### src/verilog/twb_pkg.sv
/*
  Constants, register layouts and state codes for the two-wire bus controller.
  Assumes a 32-bit AHB-Lite register bus, three channels and open-drain pads outside.
*/
package twb_pkg;

  // ----------------------------------------------------------------
  // Register indices (byte address is four times the index)
  // ----------------------------------------------------------------
  localparam int NCH = 3;
  localparam logic [31:0] IDX_SHIFT_CH0 = 32'h0FFF_FD80;
  localparam logic [31:0] IDX_SHIFT_CH1 = 32'h0FFF_FD90;
  localparam logic [31:0] IDX_SHIFT_CH2 = 32'h0FFF_FDA0;
  localparam logic [31:0] IDX_PRESC_A = 32'hFFFF_F340;
  localparam logic [31:0] IDX_PRESC_B = 32'hFFFF_F344;
  localparam logic [31:0] IDX_OWN_CH0 = 32'hFFFF_FD83;
  localparam logic [31:0] IDX_OWN_CH1 = 32'hFFFF_FD93;
  localparam logic [31:0] IDX_OWN_CH2 = 32'hFFFF_FDA3;
  // Status and control sit beside each channel's shift register
  localparam logic [11:0] SUB_STAT = 12'h001;
  localparam logic [11:0] SUB_CTRL = 12'h002;

  // ----------------------------------------------------------------
  // Fields and reset values
  // ----------------------------------------------------------------
  localparam logic [7:0] REG_RESET = 8'h00;
  localparam logic [7:0] PRESC_MASK = 8'h1B;
  localparam int DIV_EN_BIT = 4;
  localparam int DIV_HI_BIT = 3;
  localparam logic [3:0] BITS_PER_BYTE = 4'h8;

  typedef struct packed {
    logic [3:0] pad;
    logic stop_trigger;
    logic wait_release;
    logic start_trigger_bit;
    logic bus_enable_bit;
  } ctl_s;

  typedef struct packed {
    logic [1:0] pad;
    logic is_master;
    logic transmitting;
    logic waiting;
    logic selected;
    logic stop_detected_flag;
    logic start_detected_flag;
  } sts_s;

  typedef enum logic [2:0] {
    ST_IDLE = 3'b000,
    ST_START = 3'b001,
    ST_SHIFT = 3'b010,
    ST_ACK = 3'b011,
    ST_WAIT = 3'b100,
    ST_STOP = 3'b101
  } state_e;

  // Cycles per division clock tick; zero means a prohibited code
  function automatic logic [2:0] div_len(input logic [2:0] code);
    case (code)
      3'h0: div_len = 3'h2;
      3'h1: div_len = 3'h3;
      3'h2: div_len = 3'h4;
      3'h3: div_len = 3'h5;
      3'h4: div_len = 3'h1;
      default: div_len = 3'h0;
    endcase
  endfunction

endpackage
### src/verilog/twb_ctrl.sv
/*
  Three-channel two-wire bus controller: AHB-Lite register slave, shared
  division clock selects, per-channel start/stop detection, address match,
  byte shifting with wait-state hold, and master start/stop generation.
  Assumes synchronous pad inputs and external pull-ups on both lines.
*/
`timescale 1ns/1ps

module twb_ctrl #(
  parameter int NCH = twb_pkg::NCH
) (
  input wire logic core_clk, // 40 MHz clock
  input wire logic srst, // synchronous reset
  input wire logic hsel, // slave select
  input wire logic [31:0] haddr, // byte address
  input wire logic [1:0] htrans, // transfer type
  input wire logic hwrite, // write when high
  input wire logic [2:0] hsize, // word transfers only
  input wire logic [31:0] hwdata, // write data
  input wire logic hready, // bus ready
  output logic [31:0] hrdata, // read data
  output logic hreadyout, // slave ready
  output logic hresp, // always OKAY
  input wire logic [NCH-1:0] scl_in, // clock line level
  input wire logic [NCH-1:0] sda_in, // data line level
  output logic [NCH-1:0] scl_out, // clock pad value
  output logic [NCH-1:0] scl_oe, // clock pulled low
  output logic [NCH-1:0] sda_out, // data pad value
  output logic [NCH-1:0] sda_oe // data pulled low
);

  if (NCH != 3)
  begin : g_bad_nch
    $error("twb_ctrl serves exactly three channels");
  end

  // ----------------------------------------------------------------
  // Bus slave
  // ----------------------------------------------------------------
  logic [7:0] presc_a;
  logic [7:0] presc_b;
  logic d_wr;
  logic rd1;
  logic [11:0] d_idx;
  logic [7:0] rd_mux;
  logic [7:0] ch_rd [NCH];
  wire logic a_take = hsel && htrans[1] && hready;
  wire logic hit_pa = d_idx == twb_pkg::IDX_PRESC_A[11:0];
  wire logic hit_pb = d_idx == twb_pkg::IDX_PRESC_B[11:0];

  always_ff @(posedge core_clk)
  begin
    if (srst)
    begin
      d_wr <= 1'b0;
      rd1 <= 1'b0;
      d_idx <= 12'h000;
    end
    else
    begin
      d_wr <= a_take && hwrite;
      rd1 <= a_take && !hwrite;
      if (a_take)
        d_idx <= haddr[13:2];
    end
  end

  // One wait state on reads so data written just before is seen
  assign hreadyout = !rd1;
  assign hresp = 1'b0;

  always_comb
  begin
    rd_mux = hit_pa ? presc_a : hit_pb ? presc_b : 8'h00;
    for (int k = 0; k < NCH; k++)
      rd_mux = rd_mux | ch_rd[k];
  end

  always_ff @(posedge core_clk)
  begin
    if (srst)
      hrdata <= 32'h0000_0000;
    else if (rd1)
      hrdata <= {24'h00_0000, rd_mux};
  end

  always_ff @(posedge core_clk)
  begin
    if (srst)
    begin
      presc_a <= twb_pkg::REG_RESET;
      presc_b <= twb_pkg::REG_RESET;
    end
    else if (d_wr && hit_pa)
      presc_a <= hwdata[7:0] & twb_pkg::PRESC_MASK;
    else if (d_wr && hit_pb)
      presc_b <= hwdata[7:0] & twb_pkg::PRESC_MASK;
  end

  // ----------------------------------------------------------------
  // Channels
  // ----------------------------------------------------------------
  assign scl_out = {NCH{1'b0}};
  assign sda_out = {NCH{1'b0}};

  for (genvar i = 0; i < NCH; i++)
  begin : g_ch
    localparam logic [31:0] SIDX = (i == 0) ? twb_pkg::IDX_SHIFT_CH0 :
      (i == 1) ? twb_pkg::IDX_SHIFT_CH1 : twb_pkg::IDX_SHIFT_CH2;
    localparam logic [31:0] OIDX = (i == 0) ? twb_pkg::IDX_OWN_CH0 :
      (i == 1) ? twb_pkg::IDX_OWN_CH1 : twb_pkg::IDX_OWN_CH2;
    logic [7:0] shift;
    logic [7:0] own;
    twb_pkg::ctl_s ctl;
    twb_pkg::sts_s sts;
    wire logic hit_s = d_idx == SIDX[11:0];
    wire logic hit_o = d_idx == OIDX[11:0];
    wire logic hit_t = d_idx == SIDX[11:0] + twb_pkg::SUB_STAT;
    wire logic hit_c = d_idx == SIDX[11:0] + twb_pkg::SUB_CTRL;
    wire logic [7:0] presc = (i == 0) ? presc_a : presc_b;

    assign ch_rd[i] = hit_s ? shift : hit_o ? own : hit_c ? ctl : hit_t ? sts : 8'h00;

    twb_channel u_ch (
      .core_clk(core_clk),
      .srst(srst),
      .presc(presc),
      .scl_in(scl_in[i]),
      .sda_in(sda_in[i]),
      .wr_shift(d_wr && hit_s),
      .wr_ctl(d_wr && hit_c),
      .wr_own(d_wr && hit_o),
      .wdata(hwdata[7:0]),
      .shift(shift),
      .own(own),
      .ctl(ctl),
      .sts(sts),
      .scl_oe(scl_oe[i]),
      .sda_oe(sda_oe[i])
    );
  end

endmodule

module twb_channel (
  input wire logic core_clk, // 40 MHz clock
  input wire logic srst, // synchronous reset
  input wire logic [7:0] presc, // division clock select
  input wire logic scl_in, // clock line level
  input wire logic sda_in, // data line level
  input wire logic wr_shift, // shift register write
  input wire logic wr_ctl, // control write
  input wire logic wr_own, // own-address write
  input wire logic [7:0] wdata, // write byte
  output logic [7:0] shift, // shift register
  output logic [7:0] own, // own-address register
  output twb_pkg::ctl_s ctl, // control register
  output twb_pkg::sts_s sts, // status view
  output logic scl_oe, // pull clock low
  output logic sda_oe // pull data low
);

  twb_pkg::state_e st;
  logic scl_q;
  logic sda_q;
  logic std;
  logic spd;
  logic sel;
  logic tx;
  logic master;
  logic addr_ph;
  logic pend;
  logic [3:0] bitcnt;
  logic [2:0] divcnt;

  // ----------------------------------------------------------------
  // Division clock and line events
  // ----------------------------------------------------------------
  wire logic [2:0] dlen = twb_pkg::div_len({presc[twb_pkg::DIV_HI_BIT], presc[1:0]});
  wire logic div_on = presc[twb_pkg::DIV_EN_BIT] && (dlen != 3'h0);
  wire logic tick = div_on && (divcnt == dlen - 3'h1);
  wire logic en = ctl.bus_enable_bit;
  wire logic scl_rise = en && scl_in && !scl_q;
  wire logic scl_fall = en && !scl_in && scl_q;
  wire logic start_ev = en && scl_in && scl_q && sda_q && !sda_in;
  wire logic stop_ev = en && scl_in && scl_q && !sda_q && sda_in;
  wire logic addr_hit = shift[7:1] == own[7:1];
  wire logic can_start = en && ctl.start_trigger_bit && spd && (st == twb_pkg::ST_IDLE);
  wire logic in_wait = st == twb_pkg::ST_WAIT;
  wire logic rel_req = wr_ctl && wdata[2];
  wire logic resume = in_wait && (wr_shift || rel_req);
  wire logic m_clk = master && tick && (st == twb_pkg::ST_SHIFT || st == twb_pkg::ST_ACK);

  assign sts = {2'b00, master, tx, in_wait, sel, spd, std};

  always_ff @(posedge core_clk)
  begin
    if (srst || !div_on || tick)
      divcnt <= 3'h0;
    else
      divcnt <= divcnt + 3'h1;
  end

  always_ff @(posedge core_clk)
  begin
    if (srst)
    begin
      scl_q <= 1'b1;
      sda_q <= 1'b1;
    end
    else
    begin
      scl_q <= scl_in;
      sda_q <= sda_in;
    end
  end

  // ----------------------------------------------------------------
  // Registers and flags
  // ----------------------------------------------------------------
  always_ff @(posedge core_clk)
  begin
    if (srst)
      own <= twb_pkg::REG_RESET;
    else if (wr_own)
      own <= wdata;
  end

  // A software write wins over the hardware self-clear of the triggers
  always_ff @(posedge core_clk)
  begin
    if (srst)
      ctl <= twb_pkg::REG_RESET;
    else if (wr_ctl)
      ctl <= {4'h0, wdata[3], 1'b0, wdata[1:0]};
    else
    begin
      if (can_start)
        ctl.start_trigger_bit <= 1'b0;
      if (st == twb_pkg::ST_STOP)
        ctl.stop_trigger <= 1'b0;
    end
  end

  always_ff @(posedge core_clk)
  begin
    if (srst)
    begin
      std <= 1'b0;
      spd <= 1'b0;
    end
    else if (start_ev)
    begin
      std <= 1'b1;
      spd <= 1'b0;
    end
    else if (stop_ev)
    begin
      spd <= 1'b1;
      std <= 1'b0;
    end
  end

  // ----------------------------------------------------------------
  // Protocol engine
  // ----------------------------------------------------------------
  always_ff @(posedge core_clk)
  begin
    if (srst)
    begin
      st <= twb_pkg::ST_IDLE;
      shift <= twb_pkg::REG_RESET;
      sel <= 1'b0;
      tx <= 1'b0;
      master <= 1'b0;
      addr_ph <= 1'b0;
      pend <= 1'b0;
      bitcnt <= 4'h0;
      scl_oe <= 1'b0;
      sda_oe <= 1'b0;
    end
    else if (!en || stop_ev)
    begin
      st <= twb_pkg::ST_IDLE;
      sel <= 1'b0;
      master <= 1'b0;
      scl_oe <= 1'b0;
      sda_oe <= 1'b0;
    end
    else if (start_ev && !master)
    begin
      st <= twb_pkg::ST_SHIFT;
      addr_ph <= 1'b1;
      bitcnt <= 4'h0;
      sel <= 1'b0;
      tx <= 1'b0;
      scl_oe <= 1'b0;
      sda_oe <= 1'b0;
    end
    else
    begin
      // Release, then pull low only once the line is really high
      if (m_clk)
      begin
        if (scl_oe)
          scl_oe <= 1'b0;
        else if (scl_in)
          scl_oe <= 1'b1;
      end
      case (st)
        twb_pkg::ST_IDLE:
        begin
          if (can_start)
          begin
            st <= twb_pkg::ST_START;
            master <= 1'b1;
            sda_oe <= 1'b1;
            pend <= 1'b0;
            addr_ph <= 1'b1;
          end
        end
        twb_pkg::ST_START:
        begin
          if (wr_shift)
          begin
            shift <= wdata;
            pend <= 1'b1;
          end
          if (tick)
          begin
            scl_oe <= 1'b1;
            bitcnt <= 4'h0;
            tx <= 1'b1;
            if (pend || wr_shift)
            begin
              st <= twb_pkg::ST_SHIFT;
              // Keep data low; first bit follows once the clock is seen low
              sda_oe <= 1'b1;
            end
            else
              st <= twb_pkg::ST_WAIT;
          end
        end
        twb_pkg::ST_SHIFT:
        begin
          if (scl_rise)
          begin
            shift <= {shift[6:0], sda_in};
            bitcnt <= bitcnt + 4'h1;
          end
          if (scl_fall && bitcnt == twb_pkg::BITS_PER_BYTE)
          begin
            st <= twb_pkg::ST_ACK;
            if (addr_ph && !master)
            begin
              sel <= addr_hit;
              tx <= shift[0];
              sda_oe <= addr_hit;
              if (!addr_hit)
                st <= twb_pkg::ST_IDLE;
            end
            else if (addr_ph)
            begin
              tx <= !shift[0];
              sda_oe <= 1'b0;
            end
            else
              sda_oe <= !tx;
          end
          else if (scl_fall)
            sda_oe <= tx && !shift[7];
        end
        twb_pkg::ST_ACK:
        begin
          if (scl_rise)
            bitcnt <= bitcnt + 4'h1;
          if (scl_fall)
          begin
            st <= twb_pkg::ST_WAIT;
            sda_oe <= 1'b0;
            addr_ph <= 1'b0;
            scl_oe <= 1'b1;
          end
        end
        twb_pkg::ST_WAIT:
        begin
          if (resume)
          begin
            st <= twb_pkg::ST_SHIFT;
            bitcnt <= 4'h0;
            scl_oe <= master;
            sda_oe <= wr_shift && tx && !wdata[7];
            if (wr_shift)
              shift <= wdata;
          end
          else if (master && ctl.stop_trigger)
          begin
            st <= twb_pkg::ST_STOP;
            sda_oe <= 1'b1;
          end
        end
        twb_pkg::ST_STOP:
        begin
          if (tick && scl_oe)
            scl_oe <= 1'b0;
          else if (tick && scl_in)
            sda_oe <= 1'b0;
        end
        default:
          st <= twb_pkg::ST_IDLE;
      endcase
    end
  end
endmodule

### config.mk
export PLATFORM = sky130hd
export DESIGN_NAME = twb_ctrl
export DESIGN_NICKNAME = d
export VERILOG_FILES = /design/src/verilog/twb_pkg.sv /design/src/verilog/twb_ctrl.sv
export SDC_FILE = /design/constraint.sdc
export NUM_CORES = 1
export LEC_CHECK = 0
export ABC_AREA = 1
export BUFFER_PORTS_ARGS = -buffer_cell sky130_fd_sc_hd__buf_2
export CAP_MARGIN = 20
export CORE_ASPECT_RATIO = 1.4
export CORE_MARGIN = 8
export CORE_UTILIZATION = 43
export DETAILED_ROUTE_END_ITERATION = 8
export GPL_TIMING_DRIVEN = 0
export PLACE_DENSITY_LB_ADDON = 0.12
export SLEW_MARGIN = 5
export SYNTH_ARGS = -nofsm -noshare
export SYNTH_HDL_FRONTEND = slang
export SYNTH_SLANG_ARGS = --single-unit
export TNS_END_PERCENT = 30
### constraint.sdc
create_clock -name core_clk -period 5.3 [get_ports core_clk]
set_input_delay 0.53 -clock core_clk [delete_from_list [all_inputs] [get_ports core_clk]]
set_output_delay 0.53 -clock core_clk [all_outputs]
set_load 0.01 [all_outputs]
==> reports/qor.yml <==
setup_path:
  cp.required_ps: 5640
  cp.depth: 14
  crit_fanout: 7
  regToRegSetupSlack_ps: 2790
  cpPeakStageDelay_ps: 460
  worstSetupStartpointType: "flop"
  arrival_ps: 2850
  reg2reg_from: "g_ch[0].presc[3]"
  r2r_cells: 14
  path_cells: "inv_2 > nand2_1 > nand2_1 > inv_1 > ha_1 > or2_1 > nor2_1 > nand3_1 > nor2_2 > nor2_1 > nor2_1 > nand3_1 > nor2_1 > nor2_1"
  critPathKind: "flop to flop"
  r2r-end: "g_ch[0].u_ch.sda_oe"
  endpoint_kind: "flop"
  critPathBufInv: 2
  cpMostUsedCell: "nor2_1"
  cp_top_family: "simple AND/OR/NAND/NOR gates"
  cp_slowest_cell: "nor2_2"
job:
  drv_cap: 0
die:
  die_w_um: 141
  initial_utilization_pct: 43.2
  core_area_sq_um: 21600
  io_pins: 126
  rows: 64
  die_y_um: 190
  die_area_sq_um: 26800
clock_network:
  cts-resized-gates: 0
  cts-root-buf: "clkbuf_16"
  cts_made_buffers: 17
  cts_sinks: 150
  cts_setup_buffers: 0
  clk_pin_slew_ps: 60
  ctsHoldBuffers: 0
  clk_latency_ps: 450
  clockBufferDepth: 2
  cts_tree: "yes"
  htreeDepth: 4
detailed_routing:
  ant_nets: 0
  viasPerCell: 5.35
  num_vias: 9758
  avgRoutedWirePerCell_um: 17.6
  drc: 0
  drt_iter0_drc: 825
  first_pass_iters: 5
  drt_wl_total_um: 32100
final_layout:
  nets: 1638
  syn_to_final_growth_pct: 13.8
  diodes: 0
  layout-drive-gt1-share_pct: 13.1
  nFillCells: 2329
sta:
  rsz0062_at_grt: "no"
  slew_headroom_pct: 43.7
  worst_pin_slew_ps: 845
  finalClockSkew_ps: 9.78
  post-route-period-util_pct: 47.4
  max_freq_ghz: 0.398
  min_period_ps: 2510
  fin_setup_tns_ps: 0
  finalSetupViolations: 0
  final_hold_viol_count: 0
  slew_violations: 0
pwr:
  p_leak_nw: 4.56
  p_total_mw: 2.61
  power_per_cell_area_nw_per_um2: 245
  vdd_ir_drop_max_uv: 189
synth:
  avgSynthCellArea_sq_um: 6.43
  synth_edf_count: 0
  synth_cells: 1453
  synth_flop_cell: "dfxtp_1"
  netlist_area_sq_um: 9340
  yosys_warnings: 0
  yosysSeqAreaShare_pct: 32.1
  yosysUniqueCellTypes: 47
  async_flop_share_pct: 0
  ys_seq_elements: 150
global_route:
  grt_util_all_layers_pct: 24.4
  first_global_vias: 9351
  grt_pass1_wl_um: 50700
  gr-total-overflow: 0
  grt_max_degree: 17
  antenna_found_initial: 0
hold_path:
  min_to: "rd1"
  whs_path_depth: 2
  hold_class: "primary input to flop"
  min_from: "hwrite"
placement:
  post-dp-hpwl_um: 24800
  portBuffers: 45
  gp_congestion: 0.983
outcome:
  run_status: "completed"
[how the worst max path moves through the flow]
stage	startpoint	end	slack (ps)
after floorplan	g_ch[0].presc[3]	g_ch[0].u_ch.bitcnt[0]	3400
after global placement	srst	g_ch[1].presc[3]	2760
after detailed placement	g_ch[0].presc[3]	g_ch[0].u_ch.sda_oe	2800
after CTS	g_ch[0].presc[3]	g_ch[0].u_ch.sda_oe	2790
after global routing	g_ch[0].presc[3]	g_ch[0].u_ch.sda_oe	2450
final	g_ch[0].presc[3]	g_ch[0].u_ch.sda_oe	2790
[cell families after synthesis]
family	synth area share, %
simple gates	33.9
compound gates	18.0
buf+inv	12.7
flops	32.1
xor+xnor	1.78
fa+ha+maj	1.47
other cells	0.0401
[through the flow]
step	utilization, %	hold WS, ps	instances	setup slack (ps)	instance area [sq um]
2_1_floorplan	-	424	1483	3400	9450
4_1_cts	49.2	272	1823	2790	10600
5_1_grt	49.2	274	1823	2450	10600
6_report	49.2	273	1823	2790	10600
3_5_place_dp	46.3	444	1792	2800	10000
3_3_place_gp	46.3	444	1792	2760	10000
[area by class of cell]
type                    count  area, sq um  area share [%]
multi-input cells        1065         5270            49.6
clock inverters            12          179            1.68
plain buffers              71          443            4.17
clock buffers              19          443            4.17
inverters                 197          739            6.96
well taps                 264          330            3.11
flip-flops and latches    150         3000            28.2
repair buffers             45          225            2.12
[routing by layer]
metal	up-vias	wire, um	global-route usage (%)
li1	4872	-	-
met1	4470	13000	27.1
met2	326	15700	42.8
met3	90	1590	4.49
met4	0	1710	14.4
met5	-	0	0
[state kept, by name, summed over array words and instances, names as in the netlist, 6 cells and up]
name              flops
d_idx                12
g_ch.presc            8
g_ch.u_ch.bitcnt     12
g_ch.u_ch.ctl         6
g_ch.u_ch.divcnt      9
g_ch.u_ch.own        24
g_ch.u_ch.shift      24
g_ch.u_ch.st          9
hrdata                8
[Yosys cell counts (all sizes together) (11+ instances only)]
| library cell | number | area, sq um |
|---|---|---|
| nand4 | 26 | 203 |
| a211oi | 19 | 143 |
| a21oi | 117 | 589 |
| nor2 | 189 | 818 |
| dfxtp | 150 | 3000 |
| buf | 52 | 372 |
| xnor2 | 14 | 123 |
| nand2 | 330 | 1280 |
| o21ai | 146 | 731 |
| nand3 | 107 | 601 |
| ha | 11 | 138 |
| inv | 197 | 739 |
| clkbuf | 19 | 71.3 |
| nor3 | 28 | 178 |
[power by group]
group	leakage, nW	total, mW	internal (mW)	switching (mW)
sequential	1.21	1.14	1.14	0.00767
combinational	3.05	0.151	0.0468	0.105
clock	0.295	1.31	0.797	0.515
[cells in the final DEF, fill, tap and decap left out, drive strengths merged]
cell,instances
ha,11
a211oi,19
bufinv,4
nand3,107
o21bai,4
a31oi,1
xor2,5
o31ai,2
o2111ai,1
a311oi,1
nor3b,1
o211ai,7
nand3b,6
nor2,189
o22ai,10
a21oi,117
buf,97
inv,197
o211a,1
dfxtp,150
nor3,28
a221oi,1
clkinv,5
clkbuf,38
or2,5
nand4,26
clkinvlp,3
o21ai,146
xnor2,14
nand2,330
a22oi,2
conb,31
[worst reg2reg max path: cells and delay by family (launching register included)]
kind	cells	cell delay [ps]
AND/OR/NAND/NOR	11	1720
flip-flops	1	360
adder cells (fa/ha/maj)	1	180
buffers and inverters	2	150
(Power assumes the default switching activity.)
